File: config.mk
export PLATFORM = sky130hd
export DESIGN_NAME = fsr_status_reg
export DESIGN_NICKNAME = d
export VERILOG_FILES = /design/src/shared/fsr_pkg.sv /design/src/design/fsr_sync.sv /design/src/design/fsr_op_timer.sv /design/src/design/fsr_status_reg.sv
export VERILOG_INCLUDE_DIRS = /design/src /design/src/shared
export SDC_FILE = /design/constraint.sdc
export NUM_CORES = 1
export LEC_CHECK = 0
export BUFFER_PORTS_ARGS = -buffer_cell sky130_fd_sc_hd__buf_2
export CAP_MARGIN = 20
export CORE_MARGIN = 5
export CORE_UTILIZATION = 48
export CTS_BUF_LIST = sky130_fd_sc_hd__clkbuf_8
export DETAILED_ROUTE_END_ITERATION = 7
export MAX_ROUTING_LAYER = met4
export PLACE_DENSITY = 0.66
export SLEW_MARGIN = 20
export SYNTH_ARGS = -nofsm -noshare
export SYNTH_HDL_FRONTEND = slang
export SYNTH_SLANG_ARGS = --single-unit
File: constraint.sdc
create_clock -name clock_i -period 4.1 [get_ports clock_i]
set_input_delay 0.82 -clock clock_i [delete_from_list [all_inputs] [get_ports clock_i]]
set_output_delay 0.82 -clock clock_i [all_outputs]
set_load 0.02 [all_outputs]
File: src/shared/fsr_params.svh
// fsr_params.svh: opcodes, bit positions, reset values and timing counts
// of the first flash status byte and its command logic.
// assumes: included by bare name, after `timescale in the including file.
`ifndef FSR_PARAMS_SVH
`define FSR_PARAMS_SVH

// ----------------------------------------------------------------------
// serial opcodes
// ----------------------------------------------------------------------
`define FSR_OPC_REG_WRITE    8'h01
`define FSR_OPC_PROGRAM      8'h02
`define FSR_OPC_WPL_CLEAR    8'h04
`define FSR_OPC_STAT_READ    8'h05
`define FSR_OPC_WPL_SET      8'h06
`define FSR_OPC_STAT2_READ   8'h07
`define FSR_OPC_STAT_CLEAR   8'h30
`define FSR_OPC_BULK_ERASE   8'h60
`define FSR_OPC_ERASE_PAUSE  8'h75
`define FSR_OPC_ERASE_RESUME 8'h7A
`define FSR_OPC_PROG_PAUSE   8'h85
`define FSR_OPC_PROG_RESUME  8'h8A
`define FSR_OPC_SECT_ERASE   8'hD8
`define FSR_OPC_SW_RESET     8'hF0

// ----------------------------------------------------------------------
// status byte layout and reset values
// ----------------------------------------------------------------------
`define FSR_BIT_LOCK     7
`define FSR_BIT_PFAIL    6
`define FSR_BIT_EFAIL    5
`define FSR_GUARD_HI     4
`define FSR_GUARD_LO     2
`define FSR_BIT_WPL      1
`define FSR_BIT_BUSY     0
`define FSR_GUARD_VOL_RST 3'h7
`define FSR_GUARD_NV_RST  3'h0
`define FSR_GUARD_NONE    3'h0
`define FSR_LOCK_RST      1'h0
`define FSR_STAT2_VALUE   8'h00

// ----------------------------------------------------------------------
// timing
// ----------------------------------------------------------------------
`define FSR_CLK_PERIOD_NS   10
`define FSR_VOL_WRITE_NS    50
`define FSR_VOL_WRITE_CYC \
   ((`FSR_VOL_WRITE_NS + `FSR_CLK_PERIOD_NS - 1) / `FSR_CLK_PERIOD_NS)
`define FSR_TIMER_W         24

`endif

File: src/shared/fsr_pkg.sv
// fsr_pkg: types shared by the status byte logic.
// assumes: nothing beyond a SystemVerilog compiler.
`default_nettype none
package fsr_pkg;
   // serial frame position, gray coded along idle -> opcode -> data
   typedef enum logic [1:0] {
      FSR_FR_IDLE   = 2'b00,
      FSR_FR_OPCODE = 2'b01,
      FSR_FR_DATA   = 2'b11
   } fsr_frame_t;

   // kind of operation that holds the device busy
   typedef enum logic [2:0] {
      FSR_OP_NONE  = 3'b000,
      FSR_OP_REG   = 3'b001,
      FSR_OP_PROG  = 3'b011,
      FSR_OP_ERASE = 3'b010,
      FSR_OP_BULK  = 3'b110
   } fsr_op_t;
endpackage : fsr_pkg
`default_nettype wire

File: src/design/fsr_sync.sv
// fsr_sync: two flip-flop synchroniser for a group of pin levels.
// assumes: each bit is an independent level; no bus coherency is needed.
`timescale 1ns/100ps
`default_nettype none
module fsr_sync #(
   parameter int unsigned W = 1,
   parameter logic [W-1:0] RST_VAL = '0
) (
   input wire logic clock_i,
   input wire logic sys_rst_i,
   input wire logic [W-1:0] async_i,
   output logic [W-1:0] sync_o
);
   logic [W-1:0] meta_reg;

   always_ff @(posedge clock_i or posedge sys_rst_i) begin
      if (sys_rst_i) begin
         meta_reg <= RST_VAL;
         sync_o <= RST_VAL;
      end else begin
         meta_reg <= async_i;
         sync_o <= meta_reg;
      end
   end
endmodule : fsr_sync
`default_nettype wire

File: src/design/fsr_op_timer.sv
// fsr_op_timer: counts out the duration of a busy operation.
// assumes: start, hold and abort are pulses or levels on clock_i.
`timescale 1ns/100ps
`default_nettype none
module fsr_op_timer #(
   parameter int unsigned W = 24
) (
   input wire logic clock_i,
   input wire logic sys_rst_i,
   input wire logic start_i,
   input wire logic [W-1:0] load_i,
   input wire logic hold_i,
   input wire logic abort_i,
   output logic done_o
);
   logic [W-1:0] cnt_reg;
   logic run_reg;

   always_ff @(posedge clock_i or posedge sys_rst_i) begin
      if (sys_rst_i) begin
         cnt_reg <= '0;
         run_reg <= 1'b0;
         done_o <= 1'b0;
      end else begin
         done_o <= 1'b0;
         if (abort_i) begin
            run_reg <= 1'b0;
            cnt_reg <= '0;
         end else if (start_i) begin
            run_reg <= 1'b1;
            cnt_reg <= load_i;
         end else if (run_reg && !hold_i) begin
            if (cnt_reg <= W'(1)) begin
               run_reg <= 1'b0;
               done_o <= 1'b1;
            end else begin
               cnt_reg <= cnt_reg - W'(1);
            end
         end
      end
   end
endmodule : fsr_op_timer
`default_nettype wire

File: src/design/fsr_status_reg.sv
// fsr_status_reg: first status byte of a serial flash and its commands.
// assumes: serial mode 0 host, sck far slower than clock_i; protected
// range decode and the array itself sit outside and answer on clock_i.
`timescale 1ns/100ps
`default_nettype none
`include "fsr_params.svh"

// What this block does
// - status byte read with 05h, written with 01h over the serial pins
// - lock bit set and protect pin low: register writes ignored
// - protect pin high: register write may change lock and guard bits
// - lock bit clear: protect pin has no effect on register writes
// - program fail flag set on failure or program into protected area
// - erase fail flag set on failure or erase of a guarded sector
// - whole array erase never flags guarded sectors as erase failure
// - fail flags read only, cleared only by status clear 30h, software reset F0h or hardware reset
// - guard bits volatile when volatility select is 1, else non-volatile
// - any guard bit set: program and erase of guarded region refused
// - whole array erase runs only when all guard bits are zero
// - write permit latch must be set for write, program or erase
// - 06h sets latch, 04h clears it, completed register write also clears it
// - latch cleared when program, write or erase completes successfully
// - latch zero after power up, hardware reset or software reset
// - busy flag high while an operation runs, new operations ignored
// - while busy only reads, pauses, resumes, status clear and reset accepted
// - a fail flag keeps busy high until status clear
// - guard bits ignore register writes while the freeze input is high
module fsr_status_reg #(
   parameter int unsigned NV_WRITE_CYCLES = 20000,
   parameter int unsigned PROG_CYCLES = 30000,
   parameter int unsigned ERASE_CYCLES = 50000,
   parameter int unsigned BULK_CYCLES = 100000
) (
   input wire logic clock_i,
   input wire logic sys_rst_i,
   input wire logic sck_i,
   input wire logic cs_n_i,
   input wire logic si_i,
   input wire logic write_guard_n_i,
   input wire logic guard_volatile_i,
   input wire logic guard_freeze_i,
   input wire logic target_guarded_i,
   input wire logic otp_locked_i,
   input wire logic array_fail_i,
   output logic so_o,
   output logic so_oe_o,
   output logic [7:0] status_byte_one_o,
   output fsr_pkg::fsr_op_t op_kind_o,
   output logic program_start_o,
   output logic erase_start_o,
   output logic bulk_start_o
);
   import fsr_pkg::*;

   function automatic logic is_cmd(input logic [7:0] opc,
                                   input logic [7:0] code);
      is_cmd = (opc == code);
   endfunction : is_cmd

   // -------------------------------------------------------------------
   // pin synchronisers and edge detection
   // -------------------------------------------------------------------
   logic sck_s, cs_n_s, si_s, wp_n_s;
   logic sck_d_reg, cs_act_d_reg;
   logic sck_rise, sck_fall, cs_act, frame_start, frame_stop;

   fsr_sync #(.W(4), .RST_VAL(4'h6)) u_sync (
      .clock_i(clock_i),
      .sys_rst_i(sys_rst_i),
      .async_i({sck_i, cs_n_i, write_guard_n_i, si_i}),
      .sync_o({sck_s, cs_n_s, wp_n_s, si_s})
   );

   always_ff @(posedge clock_i or posedge sys_rst_i) begin
      if (sys_rst_i) begin
         sck_d_reg <= 1'b0;
         cs_act_d_reg <= 1'b0;
      end else begin
         sck_d_reg <= sck_s;
         cs_act_d_reg <= ~cs_n_s;
      end
   end

   assign cs_act = ~cs_n_s;
   assign sck_rise = cs_act & sck_s & ~sck_d_reg;
   assign sck_fall = cs_act & ~sck_s & sck_d_reg;
   assign frame_start = cs_act & ~cs_act_d_reg;
   assign frame_stop = ~cs_act & cs_act_d_reg;

   // -------------------------------------------------------------------
   // serial frame: opcode byte then data bytes
   // -------------------------------------------------------------------
   fsr_frame_t frame_reg;
   logic [2:0] bit_cnt_reg;
   logic [7:0] rx_reg, opcode_reg, data_reg;
   logic data_seen_reg;
   logic [7:0] rx_next;
   logic byte_done;

   assign rx_next = {rx_reg[6:0], si_s};
   assign byte_done = sck_rise && (bit_cnt_reg == 3'h7);

   always_ff @(posedge clock_i or posedge sys_rst_i) begin
      if (sys_rst_i) begin
         frame_reg <= FSR_FR_IDLE;
         bit_cnt_reg <= 3'h0;
         rx_reg <= 8'h00;
         opcode_reg <= 8'h00;
         data_reg <= 8'h00;
         data_seen_reg <= 1'b0;
      end else if (frame_start) begin
         frame_reg <= FSR_FR_OPCODE;
         bit_cnt_reg <= 3'h0;
         data_seen_reg <= 1'b0;
      end else if (frame_stop) begin
         frame_reg <= FSR_FR_IDLE;
      end else if (sck_rise) begin
         rx_reg <= rx_next;
         bit_cnt_reg <= bit_cnt_reg + 3'h1;
         if (byte_done) begin
            case (frame_reg)
               FSR_FR_OPCODE: begin
                  opcode_reg <= rx_next;
                  frame_reg <= FSR_FR_DATA;
               end
               FSR_FR_DATA: begin
                  if (!data_seen_reg) begin
                     data_reg <= rx_next;
                  end
                  data_seen_reg <= 1'b1;
               end
               default: frame_reg <= FSR_FR_IDLE;
            endcase
         end
      end
   end

   // commands act when chip select rises on a byte boundary
   logic exec;
   assign exec = frame_stop && (frame_reg == FSR_FR_DATA) &&
                 (bit_cnt_reg == 3'h0);

   // -------------------------------------------------------------------
   // command decode
   // -------------------------------------------------------------------
   fsr_op_t op_reg;
   logic busy_reg, paused_reg, wpl_reg, perr_reg, eerr_reg, lock_reg;
   logic [2:0] guard_vol_reg, guard_nv_reg, guard_now;
   logic ready, hw_locked, op_done, fail_done, p_set, e_set;
   logic do_reg_write, do_prog, do_sect, do_bulk, do_pause, do_resume;
   logic do_clr, do_swrst, do_wpset, do_wpclr, op_start;
   logic [`FSR_TIMER_W-1:0] op_load;
   fsr_op_t op_start_kind;

   assign guard_now = guard_volatile_i ? guard_vol_reg : guard_nv_reg;
   assign hw_locked = lock_reg & ~wp_n_s;
   assign ready = ~busy_reg;

   assign do_reg_write = exec && is_cmd(opcode_reg, `FSR_OPC_REG_WRITE) &&
                   data_seen_reg && ready && wpl_reg && !hw_locked;
   assign do_prog = exec && is_cmd(opcode_reg, `FSR_OPC_PROGRAM) &&
                    ready && wpl_reg;
   assign do_sect = exec && is_cmd(opcode_reg, `FSR_OPC_SECT_ERASE) &&
                    ready && wpl_reg;
   assign do_bulk = exec && is_cmd(opcode_reg, `FSR_OPC_BULK_ERASE) &&
                    ready && wpl_reg &&
                    (guard_now == `FSR_GUARD_NONE);
   assign do_pause = exec && !paused_reg &&
      ((is_cmd(opcode_reg, `FSR_OPC_ERASE_PAUSE) &&
        (op_reg == FSR_OP_ERASE || op_reg == FSR_OP_BULK)) ||
       (is_cmd(opcode_reg, `FSR_OPC_PROG_PAUSE) &&
        op_reg == FSR_OP_PROG));
   assign do_resume = exec && paused_reg &&
      (is_cmd(opcode_reg, `FSR_OPC_ERASE_RESUME) ||
       is_cmd(opcode_reg, `FSR_OPC_PROG_RESUME));
   assign do_clr = exec && is_cmd(opcode_reg, `FSR_OPC_STAT_CLEAR);
   assign do_swrst = exec && is_cmd(opcode_reg, `FSR_OPC_SW_RESET);
   assign do_wpset = exec && is_cmd(opcode_reg, `FSR_OPC_WPL_SET) && ready;
   assign do_wpclr = exec && is_cmd(opcode_reg, `FSR_OPC_WPL_CLEAR) &&
                     ready;

   // guarded or OTP-locked program targets and guarded sector erase targets fail at once instead of starting the array
   assign op_start = do_reg_write ||
                     (do_prog && !(target_guarded_i || otp_locked_i)) ||
                     (do_sect && !target_guarded_i) || do_bulk;
   assign fail_done = op_done && (op_reg != FSR_OP_REG) && array_fail_i;

   always_comb begin
      op_start_kind = FSR_OP_REG;
      op_load = `FSR_TIMER_W'(NV_WRITE_CYCLES);
      if (do_prog) begin
         op_start_kind = FSR_OP_PROG;
         op_load = `FSR_TIMER_W'(PROG_CYCLES);
      end else if (do_sect) begin
         op_start_kind = FSR_OP_ERASE;
         op_load = `FSR_TIMER_W'(ERASE_CYCLES);
      end else if (do_bulk) begin
         op_start_kind = FSR_OP_BULK;
         op_load = `FSR_TIMER_W'(BULK_CYCLES);
      end else if (guard_volatile_i &&
                   data_reg[`FSR_BIT_LOCK] == lock_reg) begin
         op_load = `FSR_TIMER_W'(`FSR_VOL_WRITE_CYC);
      end
   end

   fsr_op_timer #(.W(`FSR_TIMER_W)) u_timer (
      .clock_i(clock_i),
      .sys_rst_i(sys_rst_i),
      .start_i(op_start),
      .load_i(op_load),
      .hold_i(paused_reg),
      .abort_i(do_swrst),
      .done_o(op_done)
   );

   // -------------------------------------------------------------------
   // busy flag and operation kind
   // -------------------------------------------------------------------
   always_ff @(posedge clock_i or posedge sys_rst_i) begin
      if (sys_rst_i) begin
         busy_reg <= 1'b0;
         op_reg <= FSR_OP_NONE;
         paused_reg <= 1'b0;
      end else if (do_swrst) begin
         busy_reg <= 1'b0;
         op_reg <= FSR_OP_NONE;
         paused_reg <= 1'b0;
      end else begin
         if (op_start) begin
            busy_reg <= 1'b1;
            op_reg <= op_start_kind;
         end else if (p_set || e_set) begin
            busy_reg <= 1'b1;
         end else if (op_done) begin
            busy_reg <= 1'b0;
         end else if (do_clr && (perr_reg || eerr_reg) &&
                      op_reg == FSR_OP_NONE) begin
            busy_reg <= 1'b0;
         end
         if (op_done) begin
            op_reg <= FSR_OP_NONE;
         end
         if (do_pause) begin
            paused_reg <= 1'b1;
         end else if (do_resume) begin
            paused_reg <= 1'b0;
         end
      end
   end

   // -------------------------------------------------------------------
   // error flags
   // -------------------------------------------------------------------
   assign p_set = (do_prog && (target_guarded_i || otp_locked_i)) ||
                  (fail_done && op_reg == FSR_OP_PROG);
   assign e_set = (do_sect && target_guarded_i) ||
                  (fail_done && op_reg != FSR_OP_PROG);

   always_ff @(posedge clock_i or posedge sys_rst_i) begin
      if (sys_rst_i) begin
         perr_reg <= 1'b0;
         eerr_reg <= 1'b0;
      end else begin
         if (p_set) begin
            perr_reg <= 1'b1;
         end else if (do_clr || do_swrst) begin
            perr_reg <= 1'b0;
         end
         if (e_set) begin
            eerr_reg <= 1'b1;
         end else if (do_clr || do_swrst) begin
            eerr_reg <= 1'b0;
         end
      end
   end

   // -------------------------------------------------------------------
   // write permit latch
   // -------------------------------------------------------------------
   always_ff @(posedge clock_i or posedge sys_rst_i) begin
      if (sys_rst_i) begin
         wpl_reg <= 1'b0;
      end else if (do_swrst) begin
         wpl_reg <= 1'b0;
      end else if (op_done && !fail_done) begin
         wpl_reg <= 1'b0;
      end else if (do_wpset) begin
         wpl_reg <= 1'b1;
      end else if (do_wpclr) begin
         wpl_reg <= 1'b0;
      end
   end

   // -------------------------------------------------------------------
   // lock bit and guard bits
   // -------------------------------------------------------------------
   always_ff @(posedge clock_i or posedge sys_rst_i) begin
      if (sys_rst_i) begin
         lock_reg <= `FSR_LOCK_RST;
         guard_nv_reg <= `FSR_GUARD_NV_RST;
         guard_vol_reg <= `FSR_GUARD_VOL_RST;
      end else if (do_swrst) begin
         guard_vol_reg <= `FSR_GUARD_VOL_RST;
      end else if (do_reg_write) begin
         lock_reg <= data_reg[`FSR_BIT_LOCK];
         if (!guard_freeze_i) begin
            if (guard_volatile_i) begin
               guard_vol_reg <= data_reg[`FSR_GUARD_HI:`FSR_GUARD_LO];
            end else begin
               guard_nv_reg <= data_reg[`FSR_GUARD_HI:`FSR_GUARD_LO];
            end
         end
      end
   end

   // -------------------------------------------------------------------
   // status view, serial output and array strobes
   // -------------------------------------------------------------------
   logic [7:0] status_now, tx_reg;
   logic reading_reg;

   assign status_now = {lock_reg, perr_reg, eerr_reg, guard_now, wpl_reg,
                        busy_reg & ~paused_reg};

   always_ff @(posedge clock_i or posedge sys_rst_i) begin
      if (sys_rst_i) begin
         tx_reg <= 8'h00;
         reading_reg <= 1'b0;
         so_o <= 1'b0;
         so_oe_o <= 1'b0;
      end else begin
         so_oe_o <= cs_act && reading_reg;
         if (frame_start) begin
            reading_reg <= 1'b0;
         end else if (byte_done) begin
            if (frame_reg == FSR_FR_OPCODE) begin
               reading_reg <= is_cmd(rx_next, `FSR_OPC_STAT_READ) ||
                              is_cmd(rx_next, `FSR_OPC_STAT2_READ);
            end
            // the status byte repeats for as long as the host clocks
            if (is_cmd(frame_reg == FSR_FR_OPCODE ? rx_next : opcode_reg,
                       `FSR_OPC_STAT_READ)) begin
               tx_reg <= status_now;
            end else begin
               tx_reg <= `FSR_STAT2_VALUE;
            end
         end else if (sck_fall && reading_reg) begin
            so_o <= tx_reg[7];
            tx_reg <= {tx_reg[6:0], 1'b0};
         end
      end
   end

   always_ff @(posedge clock_i or posedge sys_rst_i) begin
      if (sys_rst_i) begin
         status_byte_one_o <= 8'h00;
         op_kind_o <= FSR_OP_NONE;
         program_start_o <= 1'b0;
         erase_start_o <= 1'b0;
         bulk_start_o <= 1'b0;
      end else begin
         status_byte_one_o <= status_now;
         op_kind_o <= op_reg;
         program_start_o <= op_start && do_prog;
         erase_start_o <= op_start && do_sect;
         bulk_start_o <= do_bulk;
      end
   end
endmodule : fsr_status_reg
`default_nettype wire

==> flow_summary_export.csv, run 1 <==
group,metric,value,unit
sta,fin_ws,1130,ps
grt,grt_first_pass_wirelength,18600,microns
clock_tree,cts_tree,"yes",
grt,grt_pass1_vias,3594,
clock_tree,clockBufferDepth,2,
clock_tree,cts_sinks,101,
worst_setup_path,worstPathArrival,3260,ps
worst_setup_path,cp-start-kind,"register",
drt,viasPerCell,5.86,
logic_synthesis,synth_fp_nets,490,
floorplan,ios,27,
logic_synthesis,synth_cells,472,
grt,grt_max_degree,45,
power_and_ir_drop,p_per_area,486,nW/um^2
clock_tree,clkLatencyLatePin,370,ps
logic_synthesis,yosys_warnings,0,
layout,drive_gt1_frac,0.194,
floorplan,initial_utilization,0.497,
power_and_ir_drop,p_leak,0.00233,uW
grt,grt_overflow,0,
logic_synthesis,yosysSeqAreaShare,0.517,
power_and_ir_drop,p_int,1680,uW
sta,fin_hold_ws,356,ps
worst_hold_path,hold_end,"u_sync.sync_o[3]",
power_and_ir_drop,p_total,2590,uW
power_and_ir_drop,switchingPower,906,uW
drt,wl,11100,microns
logic_synthesis,syn_area_per_cell,10.4,sq um
drt,ant_nets,0,
worst_setup_path,reg2reg_to,"u_timer.cnt_reg[9]",
clock_tree,post_cts_buffers,0,
grt,grt_use_total,0.191,
drt,drc,0,
sta,finalSetupViolations,0,
logic_synthesis,synth-edff-count,0,
flow_run,max_cap_violations,0,
sta,hold_viol_final,0,
sta,maxSlewHeadroom,0.428,
power_and_ir_drop,vdd_ir_drop_max,0.000320,V
place,dpl.hpwl,8120,microns
worst_setup_path,timing.rr.start,"u_timer.cnt_reg[12]",
layout,final_nets,513,
layout,regArea,2540,sq um
status,status,"finished, final reports clean",
place,gp_congestion,0.932,
clock_tree,cts_hold_buffers,0,
grt,grt_antenna_before_repair,0,
power_and_ir_drop,comb_power_share,0.254,
worst_setup_path,r2r_cells,6,
drt,drt_iter0_markers,317,
clock_tree,h-tree-depth,3,
sta,fin_crit_sh,0.724,
worst_setup_path,worstPathCellList,"or4_1 > or4_1 > o21ai_2 > nor2_1 > xnor2_1 > a211oi_1",
power_and_ir_drop,swShare,0.350,
sta,max_freq,337,MHz
clock_tree,cts_buffers,9,
place,numPortBuffers,26,
worst_setup_path,slowest_stage,"o21ai_2",
clock_tree,cts.repair.resized,0,
drt,avgRoutedWirePerCell,17.5,microns
power_and_ir_drop,clkPwrFrac,0.229,
power_and_ir_drop,power_frac_seq,0.517,
layout,n_antenna_cell,0,
worst_setup_path,path_class,"reg2reg",
worst_setup_path,crit_top_cell,"or4_1",
place,place_ws,1070,ps
sta,period_needed,2970,ps
drt,drt-pass1-iter-count,7,
worst_setup_path,endpoint_kind,"register",
layout,fill_cells,878,
logic_synthesis,ys_async_sr_fraction,1.00,
floorplan,core_area,9860,sq um
clock_tree,clk_pin_slew_worst_paths,100,ps
worst_setup_path,crit_required,4390,ps
logic_synthesis,ys.flop_type,"dfrtp_1",
worst_hold_path,hold_path.class,"reg2reg",
clock_tree,cts-root-buf,"clkbuf_8",
worst_setup_path,max_stage_delay,700,ps
sta,rsz0062_at_grt,"false",
floorplan,die-height,111,microns
floorplan,die_x,111,microns
layout,multi_input_area,2230,sq um
layout,largest_reg_flops,24,
layout,area.growth.synth_to_final,8.73,%
worst_setup_path,critical_path.max_fanout,22,
floorplan,rows,36,
drt,route.vias.total,3710,
sta,slew_viol_final,0,
worst_setup_path,r2r_slack,1130,ps
floorplan,die-area,12300,sq um
sta,tns,0,ps
sta,fin_skew,12.1,ps
layout,fin_util,0.540,
logic_synthesis,synth_area,4900,sq um
logic_synthesis,synthDistinctLibCells,63,
logic_synthesis,ys_ff_latch,101,
sta,worst_pin_slew,856,ps
worst_hold_path,min-delay-start,"u_sync.meta_reg[3]",
worst_hold_path,min_path_cells,0,
-- cells by family after synthesis --
| group | after synthesis | synth area share |
|---|---|---|
| compound gates | 81 | 0.103 |
| xor+xnor | 17 | 0.0304 |
| fa+ha+maj | 7 | 0.0179 |
| buf+inv | 32 | 0.0276 |
| flops | 101 | 0.517 |
| mux | 31 | 0.0702 |
| simple gates | 203 | 0.234 |
-- layout by cell type, fill, tap and decap left out, types with 6 or more instances in the layout --
cell,count
nor2b_1,8
nand2_1,32
mux2_2,27
or3_1,13
clkbuf_8,9
nand4_1,6
a21oi_1,19
inv_1,13
or4_1,10
o21ai_0,25
buf_2,26
dfrtp_1,94
nor4_1,13
dfstp_2,7
nor3_1,15
nor2_1,48
nand3_1,11
xnor2_1,14
ha_1,7
a211oi_1,6
-- cell type report --
type	instances	share of cell area
clock inverters	7	0.0108
inverters	14	0.0103
flip-flops and latches	101	0.476
well taps	133	0.0312
clock buffers	9	0.0232
multi-input cells	339	0.419
repair buffers	30	0.0300
-- power by group through the flow --
stage / clock [uW] / combinational [uW] / sequential [uW]
after detailed placement: 0 / 660 / 1350
after CTS: 611 / 664 / 1340
after floorplan: 0 / 515 / 1320
after global placement: 0 / 648 / 1350
after global routing: 654 / 733 / 1370
final: 592 / 658 / 1340
-- stage by stage --
stage	std cells	area, sq um
6_report	633	5330
5_1_grt	633	5330
4_1_cts	633	5330
3_5_place_dp	617	5150
3_3_place_gp	617	5150
2_1_floorplan	472	4900
-- layer usage --
metal  track usage  wire [microns]  up-vias  part of all wire
li1              -               -     1758                 -
met1         0.262            5060     1811              0.46
met2         0.280            5160      121              0.47
met3        0.0382             528       20             0.048
met4        0.0795             325        0             0.029
met5             -               0        -                 0
-- how the worst max path moves through the flow --
stage	startpoint	endpoint	slack, ps	cells after the start
after detailed placement	target_guarded_i	u_timer.cnt_reg[1]	1070	7
after global placement	guard_volatile_i	u_timer.cnt_reg[1]	1150	7
after global routing	u_sync.sync_o[2]	u_timer.cnt_reg[10]	790	7
final	u_timer.cnt_reg[12]	u_timer.cnt_reg[9]	1130	6
after CTS	u_timer.cnt_reg[12]	u_timer.cnt_reg[9]	1150	6
after floorplan	sys_rst_i	bit_cnt_reg[0]	640	1
-- cell usage after synthesis, types with 2 or more instances --
library cell / number / share of area
mux2i_1: 4 / 0.0082
nand2_1: 32 / 0.025
nand3_1: 11 / 0.011
buf_2: 3 / 0.0031
a22oi_1: 2 / 0.0031
o21ai_0: 25 / 0.026
nor3b_1: 3 / 0.0046
xnor2_1: 14 / 0.025
and3b_1: 2 / 0.0036
or2_2: 5 / 0.0064
o41ai_1: 2 / 0.0036
nor4_1: 13 / 0.017
nor2b_1: 8 / 0.010
nor4b_1: 5 / 0.0089
dfrtp_1: 94 / 0.48
nor3_1: 15 / 0.015
and3_1: 2 / 0.0026
a21oi_1: 19 / 0.019
nor4bb_1: 4 / 0.0082
inv_1: 14 / 0.011
a211oi_1: 6 / 0.0092
o21ai_1: 2 / 0.0020
o31ai_1: 2 / 0.0031
dfstp_2: 7 / 0.038
mux2_2: 27 / 0.062
nor3_2: 2 / 0.0041
a31oi_1: 5 / 0.0064
a21o_1: 3 / 0.0046
or4_1: 10 / 0.015
and2_1: 5 / 0.0064
a32o_1: 2 / 0.0041
nand4_1: 6 / 0.0077
ha_1: 7 / 0.018
or3_4: 2 / 0.0046
clkbuf_1: 13 / 0.010
nand2b_1: 4 / 0.0051
xor2_1: 3 / 0.0054
nor2_1: 48 / 0.037
o21bai_1: 3 / 0.0046
and4_1: 3 / 0.0054
or3_1: 13 / 0.017
-- critical path: cells and delay by family (launching register included) --
kind                      cells  cell delay (ps)
DFF                           1              430
xor gates and xnor gates      1              170
AOI/OAI and AO/OA             2              930
and+or+nand+nor               3             1340
Note: power is estimated with default switching activity, not from simulation.
==> inputs of run 2 (changes only) <==
- clock period: 4.1 -> 2.75 ns (I/O delays scaled with it)
==> run 2 against run 1 <==
Compared with the run above: final area is 3.8% higher; non-clock buffer count up 16; first-iteration DRC count down 4.4%; combinational power up 61%; critical path type unchanged; largest cell class unchanged; largest power group unchanged.
==> flow_summary_export.csv, run 2 (synthesis gave the netlist of run 1 again) <==
group,metric,value,unit
clock_tree,cts-root-buf,"clkbuf_8",
floorplan,die_x,111,microns
worst_hold_path,hold_end,"u_sync.meta_reg[2]",
place,place_ws,132,ps
layout,final_nets,529,
grt,grt_use_total,0.197,
place,dpl.hpwl,8150,microns
layout,fill_cells,859,
layout,n_antenna_cell,0,
place,numPortBuffers,26,
sta,fin_crit_sh,0.947,
worst_setup_path,r2r_slack,150,ps
layout,final_area,5530,sq um
worst_hold_path,min_path_cells,1,
floorplan,rows,36,
sta,slew_viol_final,0,
drt,drt_iter0_markers,303,
drt,route.vias.total,3738,
drt,drc,0,
worst_setup_path,reg2reg_to,"u_timer.cnt_reg[20]",
grt,grt_max_degree,102,
place,dpl-instance-area,5300,sq um
sta,fin_skew,15.9,ps
clock_tree,h-tree-depth,3,
place,gp_congestion,0.908,
floorplan,ios,27,
drt,drt-pass1-iter-count,5,
drt,viasPerCell,5.76,
worst_hold_path,min-delay-start,"cs_n_i",
sta,rsz0062_at_grt,"false",
worst_setup_path,timing.rr.start,"u_timer.cnt_reg[0]",
clock_tree,clkLatencyLatePin,390,ps
worst_setup_path,cp-start-kind,"register",
sta,fin_ws,147,ps
layout,layout_common_cells,"94 x dfrtp_1, 47 x nor2_1, 31 x nand2_1",
worst_setup_path,critical_path.max_fanout,5,
sta,period_needed,2600,ps
clock_tree,cts_sinks,101,
layout,largest_reg_flops,24,
floorplan,core_area,9860,sq um
worst_setup_path,path_class,"reg2reg",
sta,maxSlewHeadroom,0.617,
floorplan,die-height,111,microns
status,status,"finished, final reports clean",
power_and_ir_drop,p_total,4070,uW
sta,worst_pin_slew,567,ps
sta,tns,0,ps
flow_run,max_cap_violations,0,
drt,wl,11300,microns
grt,grt_first_pass_wirelength,18900,microns
sta,hold_viol_final,0,
worst_setup_path,crit_required,3040,ps
layout,regArea,2540,sq um
worst_setup_path,crit_start,"u_timer.cnt_reg[0]",
drt,ant_nets,0,
clock_tree,post_cts_buffers,0,
power_and_ir_drop,p_per_area,735,nW/um^2
clock_tree,clk_pin_slew_worst_paths,90,ps
clock_tree,clockBufferDepth,2,
worst_hold_path,hold_path.class,"in2reg",
clock_tree,cts_tree,"yes",
sta,max_freq,384,MHz
floorplan,initial_utilization,0.497,
layout,drive_gt1_frac,0.225,
clock_tree,cts_buffers,9,
grt,grt_pass1_vias,3587,
layout,multi_input_area,2250,sq um
layout,area.growth.synth_to_final,12.9,%
power_and_ir_drop,vdd_ir_drop_max,0.000439,V
drt,avgRoutedWirePerCell,17.4,microns
worst_setup_path,worstPathArrival,2890,ps
layout,final_common_cell,"dfrtp_1",
sta,finalSetupViolations,0,
worst_setup_path,endpoint_kind,"register",
worst_setup_path,r2r_cells,8,
floorplan,die-area,12300,sq um
grt,grt_overflow,0,
power_and_ir_drop,p_leak,0.00244,uW
grt,grt_antenna_before_repair,0,
## run 2: power by group
group          internal (uW)  switching, uW  total, uW  leakage, uW
combinational            485            575       1060      0.00107
clock                    508            517       1030     0.000107
sequential              1740            244       1980      0.00126
## run 2: worst max-delay path, stage by stage (launching register included)
cell,delay [ps]
dfrtp_1,430
inv_1,90
ha_1,190
nor3b_1,290
or3b_1,420
or3_4,410
or4b_4,490
xor2_1,170
nor2_2,40
## run 2: how the worst max path moves through the flow
stage | to | slack, ps
after global routing | guard_vol_reg[2] | 4
after global placement | guard_nv_reg[0] | 190
final | u_timer.cnt_reg[20] | 150
after floorplan | u_timer.cnt_reg[20] | 220
after CTS | u_timer.cnt_reg[20] | 130
after detailed placement | u_timer.cnt_reg[20] | 130
## run 2: what timing repair did
item / CTS / global route
setup endpoints to repair: 0 / 22
hold buffers: 0 / 0
gates resized for setup: 0 / 5
## run 2: routing by layer
metal | vias to the layer above | part of all wire | global-route usage
li1 | 1783 | - | -
met1 | 1836 | 0.45 | 0.274
met2 | 103 | 0.48 | 0.296
met3 | 16 | 0.057 | 0.0486
met4 | 0 | 0.012 | 0.0438
met5 | - | 0 | -
## run 2: per-stage QoR
step,instances,hold slack [ps],utilization
after CTS,649,237,0.559
after global routing,649,221,0.561
after detailed placement,633,340,0.537
final,649,257,0.561
after global placement,633,333,0.537
after floorplan,472,331,-
## run 2: final cells by class
type / instances / area share
clock buffer: 9 / 0.0224
clock inverter: 7 / 0.0167
inverter: 14 / 0.0102
multi-input combinational: 339 / 0.407
sequential: 101 / 0.458
tap: 133 / 0.0301
timing repair buffer: 46 / 0.0552
==> inputs of run 3 (changes only) <==
- SYNTH_HIERARCHICAL: unset -> 1
==> run 3 against run 2 <==
Compared with the run above: clock skew rose by 6.3 ps; register-to-register slack worse by 50 ps; utilization grew 1.3 points; flip-flop and latch count is the same; routed wire length rose by 11%; critical path type unchanged; sequential power fell by 18%; sequential share of layout area fell by 3.2 points; setup slack got worse by 47 ps; count of clock-buffer cells in the layout rose by 1; combinational power fell by 80%; highest routed layer unchanged; global-route usage is 1.6 points higher; fmax fell by 1.8%.
==> flow_summary_export.csv, run 3 <==
group,metric,value,unit
worst_setup_path,timing.rr.start,"u_sync/sync_o[2]",
logic_synthesis,synth_top_area_frac,0.461,
clock_tree,cts-root-buf,"clkbuf_8",
logic_synthesis,synthDistinctLibCells,83,
worst_setup_path,path_class,"reg2reg",
clock_tree,clk_pin_slew_worst_paths,100,ps
power_and_ir_drop,power_frac_seq,0.570,
sta,period_needed,2650,ps
drt,drt_iter0_markers,260,
drt,viasPerCell,5.96,
layout,layout_common_cells,"94 x dfrtp_1, 40 x buf_4, 39 x nor2_1",
layout,final_nets,566,
grt,grt_max_degree,42,
worst_setup_path,crit_end,"u_timer/cnt_reg[19]",
layout,final_area,5950,sq um
layout,multi_input_area,2450,sq um
power_and_ir_drop,swShare,0.263,
floorplan,die-area,12800,sq um
sta,maxSlewHeadroom,0.471,
sta,tns,0,ps
power_and_ir_drop,clkPwrFrac,0.357,
floorplan,die-height,113,microns
logic_synthesis,ys_ff_latch,101,
worst_setup_path,cp-start-kind,"register",
clock_tree,cts_sinks,101,
worst_setup_path,reg2reg_to,"u_timer/cnt_reg[19]",
floorplan,die_x,113,microns
logic_synthesis,synthAdderAreaFrac,0.0172,
logic_synthesis,yosys.area_share.simple,0.228,
worst_setup_path,worstPathArrival,2910,ps
drt,drc,0,
worst_setup_path,r2r_slack,100,ps
grt,grt_pass1_vias,4088,
worst_setup_path,r2r_cells,9,
floorplan,initial_utilization,0.492,
logic_synthesis,yosys-top-cells-area,"dfrtp_1 46%, mux2_2 5.5%, dfstp_2 3.6%",
logic_synthesis,synth_mux_area_frac,0.0659,
sta,slew_viol_final,0,
worst_setup_path,crit_required,3010,ps
logic_synthesis,synth_xor_area_frac,0.00515,
logic_synthesis,synth_common_cells,"94 x dfrtp_1, 41 x nor2_1, 38 x nand2_1",
place,dpl-instance-area,5710,sq um
layout,drive_gt1_frac,0.269,
power_and_ir_drop,p_int,2090,uW
power_and_ir_drop,comb_power_share,0.073,
worst_setup_path,endpoint_kind,"register",
grt,grt_antenna_before_repair,0,
logic_synthesis,synth_top_family_by_area,"simple AND/OR/NAND/NOR gates",
worst_hold_path,hold_path.class,"in2async",
sta,fin_crit_sh,0.964,
logic_synthesis,yosys_warnings,6,
drt,avgRoutedWirePerCell,18.1,microns
clock_tree,cts_buffers,9,
logic_synthesis,synth-edff-count,0,
logic_synthesis,ys.flop_type,"dfrtp_1",
sta,worst_pin_slew,791,ps
drt,dr.max_layer_used,"met4",
drt,met1_length,5600,microns
place,gp_congestion,0.896,
logic_synthesis,synth_area,5110,sq um
logic_synthesis,synth.largest_area_cell,"dfrtp_1",
status,status,"finished, final reports clean",
grt,grt_overflow,0,
worst_setup_path,slowest_stage,"dfstp_2",
drt,wl,12500,microns
layout,regArea,2540,sq um
worst_setup_path,worstPathCellList,"ha_2 > and4bb_2 > nand4_1 > nor4_4 > or4_4 > buf_6 > nor2b_1 > and4_1 > a2111oi_1",
layout,area.growth.synth_to_final,16.5,%
clock_tree,h-tree-depth,3,
power_and_ir_drop,p_leak,0.00266,uW
layout,final_common_cell,"dfrtp_1",
drt,route.vias.total,4108,
logic_synthesis,yosysSeqAreaShare,0.497,
power_and_ir_drop,p_per_area,477,nW/um^2
drt,ant_nets,0,
sta,finalSetupViolations,0,
drt,dr_wl_met3,440,microns
layout,n_antenna_cell,0,
power_and_ir_drop,switchingPower,745,uW
grt,grt_use_total,0.214,
logic_synthesis,synth_compound_area_frac,0.151,
logic_synthesis,ys_async_sr_fraction,1.00,
floorplan,rows,37,
layout,largest_reg_flops,24,
logic_synthesis,yosysMostFrequentCell,"dfrtp_1",
clock_tree,clkLatencyLatePin,400,ps
sta,max_freq,377,MHz
drt,met2_wirelength,6070,microns
floorplan,ios,27,
place,numPortBuffers,26,
logic_synthesis,synth_cells,478,
worst_setup_path,critical_path.max_fanout,18,
floorplan,core_area,10400,sq um
worst_setup_path,crit_start,"u_sync/sync_o[2]",
sta,fin_skew,22.1,ps
worst_setup_path,max_stage_delay,540,ps
power_and_ir_drop,vdd_ir_drop_max,0.000384,V
flow_run,max_cap_violations,0,
place,dpl.hpwl,9300,microns
grt,grt_first_pass_wirelength,21000,microns
clock_tree,clockBufferDepth,2,
layout,fill_cells,924,
clock_tree,cts_tree,"yes",
sta,hold_viol_final,0,
drt,drt-pass1-iter-count,4,
logic_synthesis,syn_area_per_cell,10.7,sq um
==> run 3: cell types whose count changed in the layout (fill, tap and decap cells not counted), sizes merged, moves of 5 or more <==
cell and change:
a21oi -5, a2bb2oi +8, a311oi +9, a32o +5, buf +23, conb +9, inv +12, nand2 +7
nor2 -7, or3 -10, xnor2 -11
==> run 3: per-layer routing <==
layer  vias to the layer above  global-route usage
met3                        30              0.0417
met2                        86               0.335
met1                      2072               0.272
met4                         0              0.0897
met5                         -                   -
li1                       1920                   -
==> run 3: what timing repair did <==
action,in CTS,in global routing
buffers inserted,0,1
gates resized for setup,2,7
pin swaps,0,4
endpoints found under the setup margin,4,5
hold buffers,0,0
==> run 3: power by group through the flow <==
stage                     Clock, uW  Combinational [uW]  Sequential (uW)
after floorplan                   0                 141             1610
after global placement            0                 204             1640
after detailed placement          0                 209             1640
after CTS                      1040                 210             1620
after global routing           1090                 235             1630
final                          1010                 208             1620
==> run 3: worst min-delay path by stage <==
stage,end,slack [ps],cells after the start
6_report,u_sync/sync_o[3],120,2
2_1_floorplan,u_sync/sync_o[0],330,0
3_5_place_dp,u_sync/sync_o[0],350,0
5_1_grt,u_sync/sync_o[3],120,2
4_1_cts,u_sync/sync_o[3],100,2
3_3_place_gp,u_sync/sync_o[3],330,0
==> run 3: layout make-up <==
cell class              instances  area share
clock buffers                  10      0.0231
well taps                     136      0.0286
clock inverters                 6      0.0118
repair buffers                 69      0.0810
inverters                      23      0.0166
flip-flops and latches        101       0.426
multi-input cells             344       0.412
==> run 3: critical path, delay by kind of cell, from the launching register on <==
kind                     cells  cell delay (ps)
AND/OR/NAND/NOR              6             1260
flip-flops                   1              540
adder cells (fa/ha/maj)      1              180
AO/OA/AOI/OAI                1              350
buffers and inverters        1              170
==> run 3: cell families after synthesis <==
logic type	after synthesis
xor gates and xnor gates	3
and+or+nand+nor	191
AOI/OAI and AO/OA	104
muxes	30
other	1
adders and majority gates	7
buffers and inverters	41
DFF	101
==> run 3: metrics by stage <==
step	hold slack (ps)	setup WS [ps]	std cells	util	total power, uW
after floorplan	331	-97.1	486	-	1760
after global placement	333	-129	672	0.550	1850
after detailed placement	349	-290	672	0.550	1850
after CTS	104	43.4	688	0.571	2870
after global routing	118	-4.99	689	0.574	2960
final	115	100	689	0.574	2840
